### src/hdl/acs_pkg.sv
// Constants and types shared by the converter sequencer control block
package acs_pkg;
  localparam int NSEQ = 4;
  // Register byte offsets
  localparam logic [11:0] OFF_ACTSS = 12'h000;
  localparam logic [11:0] OFF_RIS   = 12'h004;
  localparam logic [11:0] OFF_IM    = 12'h008;
  localparam logic [11:0] OFF_ISC   = 12'h00C;
  localparam logic [11:0] OFF_OSTAT = 12'h010;
  localparam logic [11:0] OFF_EMUX  = 12'h014;
  localparam logic [11:0] OFF_USTAT = 12'h018;
  localparam logic [11:0] OFF_PRI   = 12'h020;
  localparam logic [11:0] OFF_PSSI  = 12'h028;
  localparam logic [11:0] OFF_SAC   = 12'h030;
  localparam logic [11:0] OFF_TMLB  = 12'h100;
  // Per-sequencer block: base + index * stride, then sub-offset
  localparam logic [11:0] SS_BASE   = 12'h040;
  localparam logic [11:0] SS_STRIDE = 12'h020;
  localparam logic [4:0]  SUB_MUX   = 5'h00;
  localparam logic [4:0]  SUB_CTL   = 5'h04;
  localparam logic [4:0]  SUB_FIFO  = 5'h08;
  localparam logic [4:0]  SUB_FSTAT = 5'h0C;
  // Reset values and masks
  localparam logic [15:0] PRI_RST   = 16'h3210;
  localparam logic [15:0] PRI_MASK  = 16'h3333;
  localparam logic [31:0] CTL3_RST  = 32'h0000_0002;
  localparam logic [2:0]  SAC_MAX   = 3'h6;
  // Step control nibble fields
  localparam int CTL_DIFF = 0;
  localparam int CTL_END  = 1;
  localparam int CTL_IE   = 2;
  localparam int CTL_TEMP = 3;
  // Status word fields
  localparam int FST_EMPTY = 8;
  localparam int FST_FULL  = 12;
  // Trigger select codes
  localparam logic [3:0] TRG_SOFT   = 4'h0;
  localparam logic [3:0] TRG_ALWAYS = 4'hF;
  // Converter clock rate, derived by a fractional accumulator
  localparam int SYS_FREQ_KHZ  = 40000;
  localparam int CONV_FREQ_KHZ = 16667;
  localparam logic [16:0] PH_STEP = 17'(CONV_FREQ_KHZ);
  localparam logic [16:0] PH_MOD  = 17'(SYS_FREQ_KHZ);

  typedef enum logic [1:0] {
    ST_IDLE  = 2'b00,
    ST_CONV  = 2'b01,
    ST_WAIT  = 2'b11,
    ST_STORE = 2'b10
  } acs_state_t;

  typedef struct packed {
    logic [11:0] addr;
    logic [31:0] wdata;
    logic        wr;
    logic        rd;
  } acs_bus_t;

  typedef struct packed {
    logic       start;
    logic [3:0] chan;
    logic       diff;
    logic       temp;
  } acs_conv_t;
endpackage

### src/hdl/acs_top.sv
// Sequencer, FIFO, trigger and interrupt control of a 10-bit converter
`timescale 1ns/1ps
// What this block does
// - Four sequencers: 8, 4, 4 and 1 steps with equally deep FIFOs.
// - FIFO words are 32 bits, result in the low 10 bits.
// - Each step has a 4-bit input nibble and a 4-bit control nibble.
// - Inputs may repeat; any step may raise a raw interrupt.
// - The step flagged end-of-sequence is the last one converted.
// - Reading the FIFO address returns and removes the oldest entry.
// - Status word shows head, tail, full and empty of each FIFO.
// - Overflow and underflow are recorded in sticky bits.
// - Conversions run at a converter rate near 16.667 MHz.
// - Raw interrupt reaches the output only when its mask bit is set.
// - Masked view shows raw and enabled; writing 1 clears it.
// - Concurrent triggers served by 2-bit priority, 0 first.
// - Each sequencer picks its trigger: software, always or peripheral.
// - Writing 1 to an initiate bit starts a software-triggered sequencer whose ACTSS bit is set.
// - Up to 64 conversions are averaged into one FIFO entry.
// - Averaging off after reset; one setting for all steps.
// - Single-ended results run 0x000 to 0x3FF.
// - Differential step selects pair k: inputs 2k and 2k+1.
// - Differential results are offset-coded around 0x1FF.
// - Loopback test mode runs sequences without the analog core.
// - Priority register resets to 0x3210.
module acs_top (
  input  wire logic             CLOCK,
  input  wire logic             RESETN,
  input  wire acs_pkg::acs_bus_t BUS,
  output logic [31:0]           BUS_RDATA,
  output acs_pkg::acs_conv_t    CONV_REQ,
  output logic                  CONV_TICK,
  input  wire logic             CONV_DONE,
  input  wire logic [9:0]       CONV_RESULT,
  input  wire logic [3:0]       TRIG_IN,
  output logic [3:0]            SEQ_IRQ
);
  typedef struct packed {
    acs_pkg::acs_state_t st;
    logic [1:0]          cur;
    logic [2:0]          step;
    logic [3:0]          pend;
    logic [3:0]          actss;
    logic [3:0]          ris;
    logic [3:0]          im;
    logic [3:0]          ostat;
    logic [3:0]          ustat;
    logic [15:0]         emux;
    logic [15:0]         pri;
    logic [2:0]          sac;
    logic                tmlb;
    logic [3:0][31:0]    mux;
    logic [3:0][31:0]    ctl;
    logic [3:0][7:0][9:0] mem;
    logic [3:0][2:0]     wp;
    logic [3:0][2:0]     rp;
    logic [3:0][3:0]     cnt;
    logic [15:0]         acc;
    logic [6:0]          nacc;
    logic [9:0]          lb;
    logic [15:0]         ph;
    logic                tick;
    logic [31:0]         rdata;
    logic [3:0]          irq;
    acs_pkg::acs_conv_t  conv;
  } acs_regs_t;

  acs_regs_t   r_q;
  acs_regs_t   r_d;
  logic [3:0]  push;
  logic [3:0]  pop;
  logic [3:0]  trig;
  logic [9:0]  avg;
  logic [16:0] ph_sum;
  logic [2:0]  win;
  logic [3:0]  nib_ctl;
  logic [3:0]  nib_mux;
  logic        ss_hit;
  logic [1:0]  ss_idx;
  logic [4:0]  ss_sub;
  logic [11:0] ss_off;

  function automatic logic [3:0] depth(input logic [1:0] s);
    case (s)
      2'd0:    return 4'h8;
      2'd3:    return 4'h1;
      default: return 4'h4;
    endcase
  endfunction

  function automatic logic [2:0] nxt(input logic [2:0] p,
                                     input logic [1:0] s);
    logic [3:0] d;
    d = depth(s);
    if ({1'b0, p} == d - 4'h1)
      return 3'h0;
    return p + 3'h1;
  endfunction

  // Lowest priority value wins; result bit 2 says something is pending
  function automatic logic [2:0] pick(input logic [3:0]  p,
                                      input logic [15:0] pr);
    logic [2:0] best;
    logic [1:0] bp;
    best = 3'h0;
    bp   = 2'h3;
    for (int i = 0; i < acs_pkg::NSEQ; i++)
    begin
      if (p[i] && (!best[2] || pr[4*i +: 2] < bp))
      begin
        best = {1'b1, 2'(i)};
        bp   = pr[4*i +: 2];
      end
    end
    return best;
  endfunction

  assign ss_off = BUS.addr - acs_pkg::SS_BASE;
  assign ss_idx = ss_off[6:5];
  assign ss_sub = ss_off[4:0];
  assign ss_hit = BUS.addr >= acs_pkg::SS_BASE &&
                  BUS.addr < acs_pkg::SS_BASE + 12'h080;
  assign nib_ctl = r_q.ctl[r_q.cur][4*r_q.step +: 4];
  assign nib_mux = r_q.mux[r_q.cur][4*r_q.step +: 4];
  assign avg     = 10'(r_q.acc >> r_q.sac);

  always_comb
  begin
    r_d        = r_q;
    push       = '0;
    pop        = '0;
    r_d.rdata  = '0;
    r_d.conv.start = 1'b0;
    // Fractional divider paces conversion starts
    ph_sum = {1'b0, r_q.ph} + acs_pkg::PH_STEP;
    if (ph_sum >= acs_pkg::PH_MOD)
    begin
      r_d.ph   = 16'(ph_sum - acs_pkg::PH_MOD);
      r_d.tick = 1'b1;
    end
    else
    begin
      r_d.ph   = ph_sum[15:0];
      r_d.tick = 1'b0;
    end

    // Register writes
    if (BUS.wr)
    begin
      case (BUS.addr)
        acs_pkg::OFF_ACTSS: r_d.actss = BUS.wdata[3:0];
        acs_pkg::OFF_IM:    r_d.im    = BUS.wdata[3:0];
        acs_pkg::OFF_ISC:   r_d.ris   = r_q.ris & ~BUS.wdata[3:0];
        acs_pkg::OFF_OSTAT: r_d.ostat = r_q.ostat & ~BUS.wdata[3:0];
        acs_pkg::OFF_USTAT: r_d.ustat = r_q.ustat & ~BUS.wdata[3:0];
        acs_pkg::OFF_EMUX:  r_d.emux  = BUS.wdata[15:0];
        acs_pkg::OFF_PRI:   r_d.pri   = BUS.wdata[15:0] & acs_pkg::PRI_MASK;
        acs_pkg::OFF_SAC:
          r_d.sac = (BUS.wdata[2:0] > acs_pkg::SAC_MAX) ?
                    acs_pkg::SAC_MAX : BUS.wdata[2:0];
        acs_pkg::OFF_TMLB:  r_d.tmlb  = BUS.wdata[0];
        default:
        begin
          if (ss_hit && ss_sub == acs_pkg::SUB_MUX)
            r_d.mux[ss_idx] = BUS.wdata;
          else if (ss_hit && ss_sub == acs_pkg::SUB_CTL)
            r_d.ctl[ss_idx] = BUS.wdata;
        end
      endcase
    end

    // Register reads, data returned in the following cycle
    if (BUS.rd)
    begin
      case (BUS.addr)
        acs_pkg::OFF_ACTSS: r_d.rdata = {28'h0, r_q.actss};
        acs_pkg::OFF_RIS:   r_d.rdata = {28'h0, r_q.ris};
        acs_pkg::OFF_IM:    r_d.rdata = {28'h0, r_q.im};
        acs_pkg::OFF_ISC:   r_d.rdata = {28'h0, r_q.ris & r_q.im};
        acs_pkg::OFF_OSTAT: r_d.rdata = {28'h0, r_q.ostat};
        acs_pkg::OFF_USTAT: r_d.rdata = {28'h0, r_q.ustat};
        acs_pkg::OFF_EMUX:  r_d.rdata = {16'h0, r_q.emux};
        acs_pkg::OFF_PRI:   r_d.rdata = {16'h0, r_q.pri};
        acs_pkg::OFF_SAC:   r_d.rdata = {29'h0, r_q.sac};
        acs_pkg::OFF_TMLB:  r_d.rdata = {31'h0, r_q.tmlb};
        default:
        begin
          if (ss_hit)
          begin
            case (ss_sub)
              acs_pkg::SUB_MUX: r_d.rdata = r_q.mux[ss_idx];
              acs_pkg::SUB_CTL: r_d.rdata = r_q.ctl[ss_idx];
              acs_pkg::SUB_FIFO:
              begin
                pop[ss_idx] = 1'b1;
                if (r_q.cnt[ss_idx] != 4'h0)
                  r_d.rdata = {22'h0,
                    r_q.mem[ss_idx][r_q.rp[ss_idx]]};
              end
              acs_pkg::SUB_FSTAT:
              begin
                r_d.rdata[2:0]  = r_q.rp[ss_idx];
                r_d.rdata[6:4]  = r_q.wp[ss_idx];
                r_d.rdata[acs_pkg::FST_EMPTY] = r_q.cnt[ss_idx] == 4'h0;
                r_d.rdata[acs_pkg::FST_FULL]  =
                  r_q.cnt[ss_idx] == depth(ss_idx);
              end
              default: r_d.rdata = '0;
            endcase
          end
        end
      endcase
    end

    // Trigger selection per sequencer
    for (int s = 0; s < acs_pkg::NSEQ; s++)
    begin
      case (r_q.emux[4*s +: 4])
        acs_pkg::TRG_SOFT:
          trig[s] = BUS.wr && BUS.addr == acs_pkg::OFF_PSSI &&
                    BUS.wdata[s];
        acs_pkg::TRG_ALWAYS: trig[s] = 1'b1;
        4'h1:    trig[s] = TRIG_IN[0];
        4'h2:    trig[s] = TRIG_IN[1];
        4'h3:    trig[s] = TRIG_IN[2];
        4'h4:    trig[s] = TRIG_IN[3];
        default: trig[s] = 1'b0;
      endcase
      if (trig[s] && r_q.actss[s])
        r_d.pend[s] = 1'b1;
    end

    win = pick(r_q.pend, r_q.pri);
    case (r_q.st)
      acs_pkg::ST_IDLE:
      begin
        if (win[2])
        begin
          r_d.cur  = win[1:0];
          r_d.step = 3'h0;
          r_d.acc  = '0;
          r_d.nacc = '0;
          r_d.pend[win[1:0]] = 1'b0;
          r_d.st   = acs_pkg::ST_CONV;
        end
      end
      acs_pkg::ST_CONV:
      begin
        if (r_q.tick)
        begin
          r_d.conv.start = !r_q.tmlb;
          // Pair k drives inputs 2k and 2k+1 in the core
          r_d.conv.chan  = nib_ctl[acs_pkg::CTL_DIFF] ?
                           {2'h0, nib_mux[1:0]} : nib_mux;
          r_d.conv.diff  = nib_ctl[acs_pkg::CTL_DIFF];
          r_d.conv.temp  = nib_ctl[acs_pkg::CTL_TEMP];
          r_d.st         = acs_pkg::ST_WAIT;
        end
      end
      acs_pkg::ST_WAIT:
      begin
        // Core codes are passed on untouched: 0x000-0x3FF straight,
        // differential offset around 0x1FF
        if (r_q.tmlb || CONV_DONE)
        begin
          r_d.acc  = r_q.acc + (r_q.tmlb ? {6'h0, r_q.lb} :
                                           {6'h0, CONV_RESULT});
          r_d.lb   = r_q.lb + 10'h1;
          r_d.nacc = r_q.nacc + 7'h1;
          r_d.st   = acs_pkg::ST_STORE;
        end
      end
      acs_pkg::ST_STORE:
      begin
        if (r_q.nacc != (7'h1 << r_q.sac))
          r_d.st = acs_pkg::ST_CONV;
        else
        begin
          push[r_q.cur] = 1'b1;
          r_d.acc  = '0;
          r_d.nacc = '0;
          if (nib_ctl[acs_pkg::CTL_IE])
            r_d.ris[r_q.cur] = 1'b1;
          if (nib_ctl[acs_pkg::CTL_END] ||
              {1'b0, r_q.step} == depth(r_q.cur) - 4'h1)
            r_d.st = acs_pkg::ST_IDLE;
          else
          begin
            r_d.step = r_q.step + 3'h1;
            r_d.st   = acs_pkg::ST_CONV;
          end
        end
      end
      default: r_d.st = acs_pkg::ST_IDLE;
    endcase

    // FIFO pointer and count upkeep; sticky flags set after clears
    for (int s = 0; s < acs_pkg::NSEQ; s++)
    begin
      if (push[s] && r_q.cnt[s] == depth(2'(s)))
        r_d.ostat[s] = 1'b1;
      else if (push[s])
      begin
        r_d.mem[s][r_q.wp[s]] = avg;
        r_d.wp[s] = nxt(r_q.wp[s], 2'(s));
      end
      if (pop[s] && r_q.cnt[s] == 4'h0)
        r_d.ustat[s] = 1'b1;
      else if (pop[s])
        r_d.rp[s] = nxt(r_q.rp[s], 2'(s));
      r_d.cnt[s] = r_q.cnt[s]
        + {3'h0, push[s] && r_q.cnt[s] != depth(2'(s))}
        - {3'h0, pop[s] && r_q.cnt[s] != 4'h0};
    end
    r_d.irq = r_d.ris & r_d.im;
  end

  always_ff @(posedge CLOCK)
  begin
    if (!RESETN)
    begin
      r_q        <= '0;
      r_q.st     <= acs_pkg::ST_IDLE;
      r_q.pri    <= acs_pkg::PRI_RST;
      r_q.ctl[3] <= acs_pkg::CTL3_RST;
    end
    else
      r_q <= r_d;
  end

  assign BUS_RDATA = r_q.rdata;
  assign CONV_REQ  = r_q.conv;
  assign CONV_TICK = r_q.tick;
  assign SEQ_IRQ   = r_q.irq;
endmodule

### config.mk
export PLATFORM = sky130hd
export DESIGN_NAME = acs_top
export DESIGN_NICKNAME = d
export VERILOG_FILES = /design/src/hdl/acs_pkg.sv /design/src/hdl/acs_top.sv
export SDC_FILE = /design/constraint.sdc
export NUM_CORES = 2
export LEC_CHECK = 0
export BUFFER_PORTS_ARGS = -buffer_cell sky130_fd_sc_hd__buf_2
export CAP_MARGIN = 30
export CORE_MARGIN = 2
export CORE_UTILIZATION = 65
export CTS_BUF_LIST = sky130_fd_sc_hd__clkbuf_8
export DETAILED_ROUTE_END_ITERATION = 7
export HOLD_SLACK_MARGIN = 0.05
export PLACE_DENSITY = 0.82
export SLEW_MARGIN = 20
export SYNTH_ARGS = -nofsm -noshare
export SYNTH_HDL_FRONTEND = slang
export SYNTH_SLANG_ARGS = --single-unit
### constraint.sdc
create_clock -name CLOCK -period 4.7 [get_ports CLOCK]
set_clock_uncertainty 0.2 [all_clocks]
set_input_delay 0.235 -clock CLOCK [delete_from_list [all_inputs] [get_ports CLOCK]]
set_output_delay 0.235 -clock CLOCK [all_outputs]
set_load 0.01 [all_outputs]
==> flow_summary.json <==
{
  "synth_ff_type": "dfxtp_1",
  "leakage_nw": 13.72,
  "fill_cells": 4164,
  "p_int_mw": 9.740,
  "synth-edff-count": 0,
  "grt_use_met1_pct": 44.58,
  "synthAdderAreaFrac_pct": 2.264,
  "hold_ws_ns": 0.1354,
  "grt_max_degree": 186,
  "routed_wl_mm": 107.6,
  "clock_sinks": 768,
  "drtPass1Iterations": 6,
  "cts.path.max_buffers": 3,
  "min_path_type": "in2reg",
  "hold_viol": 0,
  "worstPathArrival_ns": 4.76,
  "tns_ns": 0,
  "busiest_layer": "met2",
  "outcome": "finished clean",
  "synthSimpleGateAreaFrac_pct": 17.88,
  "cp-startpoint": "r_q[711]",
  "place.gp.congestion": 0.9337,
  "track_usage_pct": 35.70,
  "cap_violations": 0,
  "cp.required_ns": 5.08,
  "cp_slowest_cell": "nand4b_1",
  "r2r_cells": 9,
  "r2r_end": "r_q[189]",
  "drtIter0Drc": 3971,
  "wl_per_cell_um": 21.75,
  "htreeDepth": 3,
  "grt_util_met2_pct": 57.39,
  "num_io_pins": 107,
  "insertion_delay_ns": 0.76,
  "synthCells": 4145,
  "chipWidth_um": 242.3,
  "area_growth_syn_to_layout_pct": 9.623,
  "clockPowerShare_pct": 43.1,
  "synth_largest_area_cell": "dfxtp_1",
  "final_layout_size_suffix_gt1_share_pct": 15.23,
  "syn-num-nets": 4271,
  "critical_path_class": "reg2reg",
  "path_max_fanout": 21,
  "combPwrFrac_pct": 5.8,
  "ys_seq_elements": 768,
  "nets": 4220,
  "hpwlAfterDp_mm": 66.05,
  "vdd_drop_max_v": 0.0002973,
  "grt_overflow": 0,
  "synth_top_area_share_pct": 41.65,
  "fin_ws_ns": 0.3227,
  "seqPwrFrac_pct": 51.0,
  "die_h_um": 242.3,
  "route.detailed.drc": 0,
  "async_flop_share_pct": 0,
  "synth_compound_area_share_pct": 14.26,
  "tightest_slew_ns": 1.100,
  "end_kind": "flip-flop",
  "tritoncts": "yes",
  "min_period_over_period_pct": 93.13,
  "worstSetupStartpointType": "flip-flop",
  "grt_pass1_wl_mm": 167.0,
  "antenna_found_initial": 3,
  "path_clk_slew_ns": 0.06,
  "critPathCapture": "r_q[189]",
  "r2r_start": "r_q[711]",
  "grt_pass1_vias": 30360,
  "port_buffers": 106,
  "period_minus_slack_ns": 4.377,
  "vias": 32170,
  "synth_area_um2": 36910,
  "rsz0062_at_grt": "no",
  "swShare_pct": 24.82,
  "cellPowerDensity_nw_per_um2": 320.1,
  "cts-root-buf": "clkbuf_8",
  "relSlewSlack_pct": 26.57,
  "yosysSeqAreaShare_pct": 41.65,
  "cts_made_buffers": 120,
  "power_switching_mw": 3.215,
  "start_util_pct": 65.59,
  "place_ws_ns": 0.3222,
  "use_met3_pct": 7.023,
  "ys_top_cells_by_area": "dfxtp_1 42%, mux4_2 12%, nand2_1 7.7%",
  "finalMaxSlewViolations": 0,
  "syn_area_per_cell_um2": 8.906,
  "dieArea_um2": 58710,
  "finalSetupViolations": 0,
  "synth_top_family_by_area": "simple AND/OR/NAND/NOR gates",
  "ff2ff_setup_slack_ns": 0.32,
  "synth-xor-area-share_pct": 1.281,
  "synth_warnings": 0,
  "via_per_inst": 6.504,
  "crit_chain": "buf_4 -> nor4bb_1 -> o21ai_0 -> a221oi_2 -> o2111ai_2 -> nor4_4 -> nand4b_1 -> nand3_1 -> o21ai_0",
  "floorplan.rows": 87,
  "post_cts_buffers": 0,
  "max_freq_mhz": 228.5,
  "core_um2": 56280,
  "antenna_left": 0,
  "synthDistinctLibCells": 78,
  "crit_path_max_incr_delay_ns": 0.77,
  "cpMostUsedCell": "o21ai_0",
  "p_total_mw": 12.96,
  "muxShareOfSynthArea_pct": 17.05
}
per-stage QoR:
stage / instance area [um^2] / utilization (%) / std cells
after global placement: 37290 / 66.26 / 4651
final: 40470 / 71.90 / 4946
after detailed placement: 37340 / 66.35 / 4655
after CTS: 40440 / 71.85 / 4942
after global routing: 40470 / 71.90 / 4946
after floorplan: 36910 / - / 4145
cell usage in the layout (no fill, tap or decap), drive strengths merged, types with 21 or more instances in the layout:
| cell type | count |
|---|---|
| nand2 | 758 |
| a21oi | 382 |
| nor2 | 155 |
| a211oi | 50 |
| dlygate4sd3 | 71 |
| inv | 102 |
| mux2 | 27 |
| buf | 189 |
| ha | 58 |
| nand3 | 364 |
| o21ai | 326 |
| mux2i | 173 |
| mux4 | 189 |
| xnor2 | 24 |
| nor3 | 36 |
| clkbuf | 147 |
| dfxtp | 768 |
| a22oi | 51 |
| and2 | 21 |
| xor2 | 30 |
| nor2b | 33 |
timing repair:
item | CTS | global route
resized for setup | 0 | 1
setup endpoints to repair | 0 | 25
endpoints found under the hold margin | 430 | 0
hold buffers | 71 | 0
layout make-up:
class / instances / area (um^2) / share of cell area [%]
diodes: 2 / 5.005 / 0.01237
clock buffers: 147 / 2023 / 5.000
clock inverters: 69 / 361.6 / 0.8936
inverters: 54 / 210.2 / 0.5194
multi-input cells: 2890 / 19530 / 48.25
flip-flops and latches: 768 / 15380 / 38.01
well taps: 756 / 945.9 / 2.338
repair buffers: 260 / 2013 / 4.975
per-layer routing:
| metal | wire length [um] | share of wire [%] |
|---|---|---|
| met5 | 13 | 0.012 |
| met1 | 40250 | 37 |
| met2 | 49530 | 46 |
| met3 | 10730 | 10 |
| met4 | 7054 | 6.6 |
logic make-up (layout without fill, tap and decap cells):
logic type / Yosys count / count (layout)
adder cells (fa/ha/maj): 64 / 64
flip-flops: 768 / 768
XOR/XNOR: 54 / 54
buffers and inverters: 488 / 530
AND/OR/NAND/NOR: 1467 / 1468
other: 0 / 2
multiplexers: 389 / 389
AO/OA/AOI/OAI: 915 / 915
Yosys cell counts, types with 8 or more instances:
cell / count
dfxtp_1: 768
nand2_1: 758
a21oi_1: 382
nand3_1: 344
o21ai_0: 303
clkbuf_1: 285
mux4_2: 189
mux2i_1: 173
nor2_1: 155
buf_1: 64
ha_1: 58
inv_1: 53
a22oi_1: 51
a211oi_1: 50
buf_4: 43
nor3_1: 35
nor2b_1: 33
xor2_1: 30
mux2_2: 27
xnor2_1: 24
buf_2: 22
and2_1: 21
and3_1: 20
nand3_2: 20
o21ai_2: 20
nand4_1: 16
clkbuf_2: 15
a21o_1: 12
nand2b_1: 12
a311oi_1: 9
o22ai_1: 9
a22o_1: 8
a32oi_1: 8
nor3b_1: 8
o211ai_1: 8
flip-flops by register name, summed over array words and instances, names as in the netlist:
register   flops
r_q          724
BUS_RDATA     32
SEQ_IRQ        4
CONV_TICK      1
CONV_REQ       7
worst min-delay path by stage:
stage,from,end,depth (start not counted)
final,BUS[39],BUS_RDATA[7],5
after global routing,BUS[39],BUS_RDATA[7],5
after CTS,BUS[39],BUS_RDATA[7],5
after detailed placement,r_q[176],r_q[176],2
after global placement,r_q[382],r_q[382],2
after floorplan,BUS[5],r_q[756],2
power by group through the flow:
stage	clock network, mW	registers [mW]	logic, mW
floorplan	0	6.73	0.516
global placement	0	6.75	0.683
detailed placement	0	6.75	0.693
CTS	5.61	6.61	0.738
global route	5.91	6.62	0.811
finish	5.59	6.61	0.753
worst max-delay path, delay by kind of cell, from the launching register on:
family                 cells  cell delay [ns]
AND/OR/NAND/NOR            4             2.14
buffers and inverters      1             0.30
flip-flops                 1             0.41
AO/OA/AOI/OAI              4             1.14
Power figures use the tool's default switching activity.
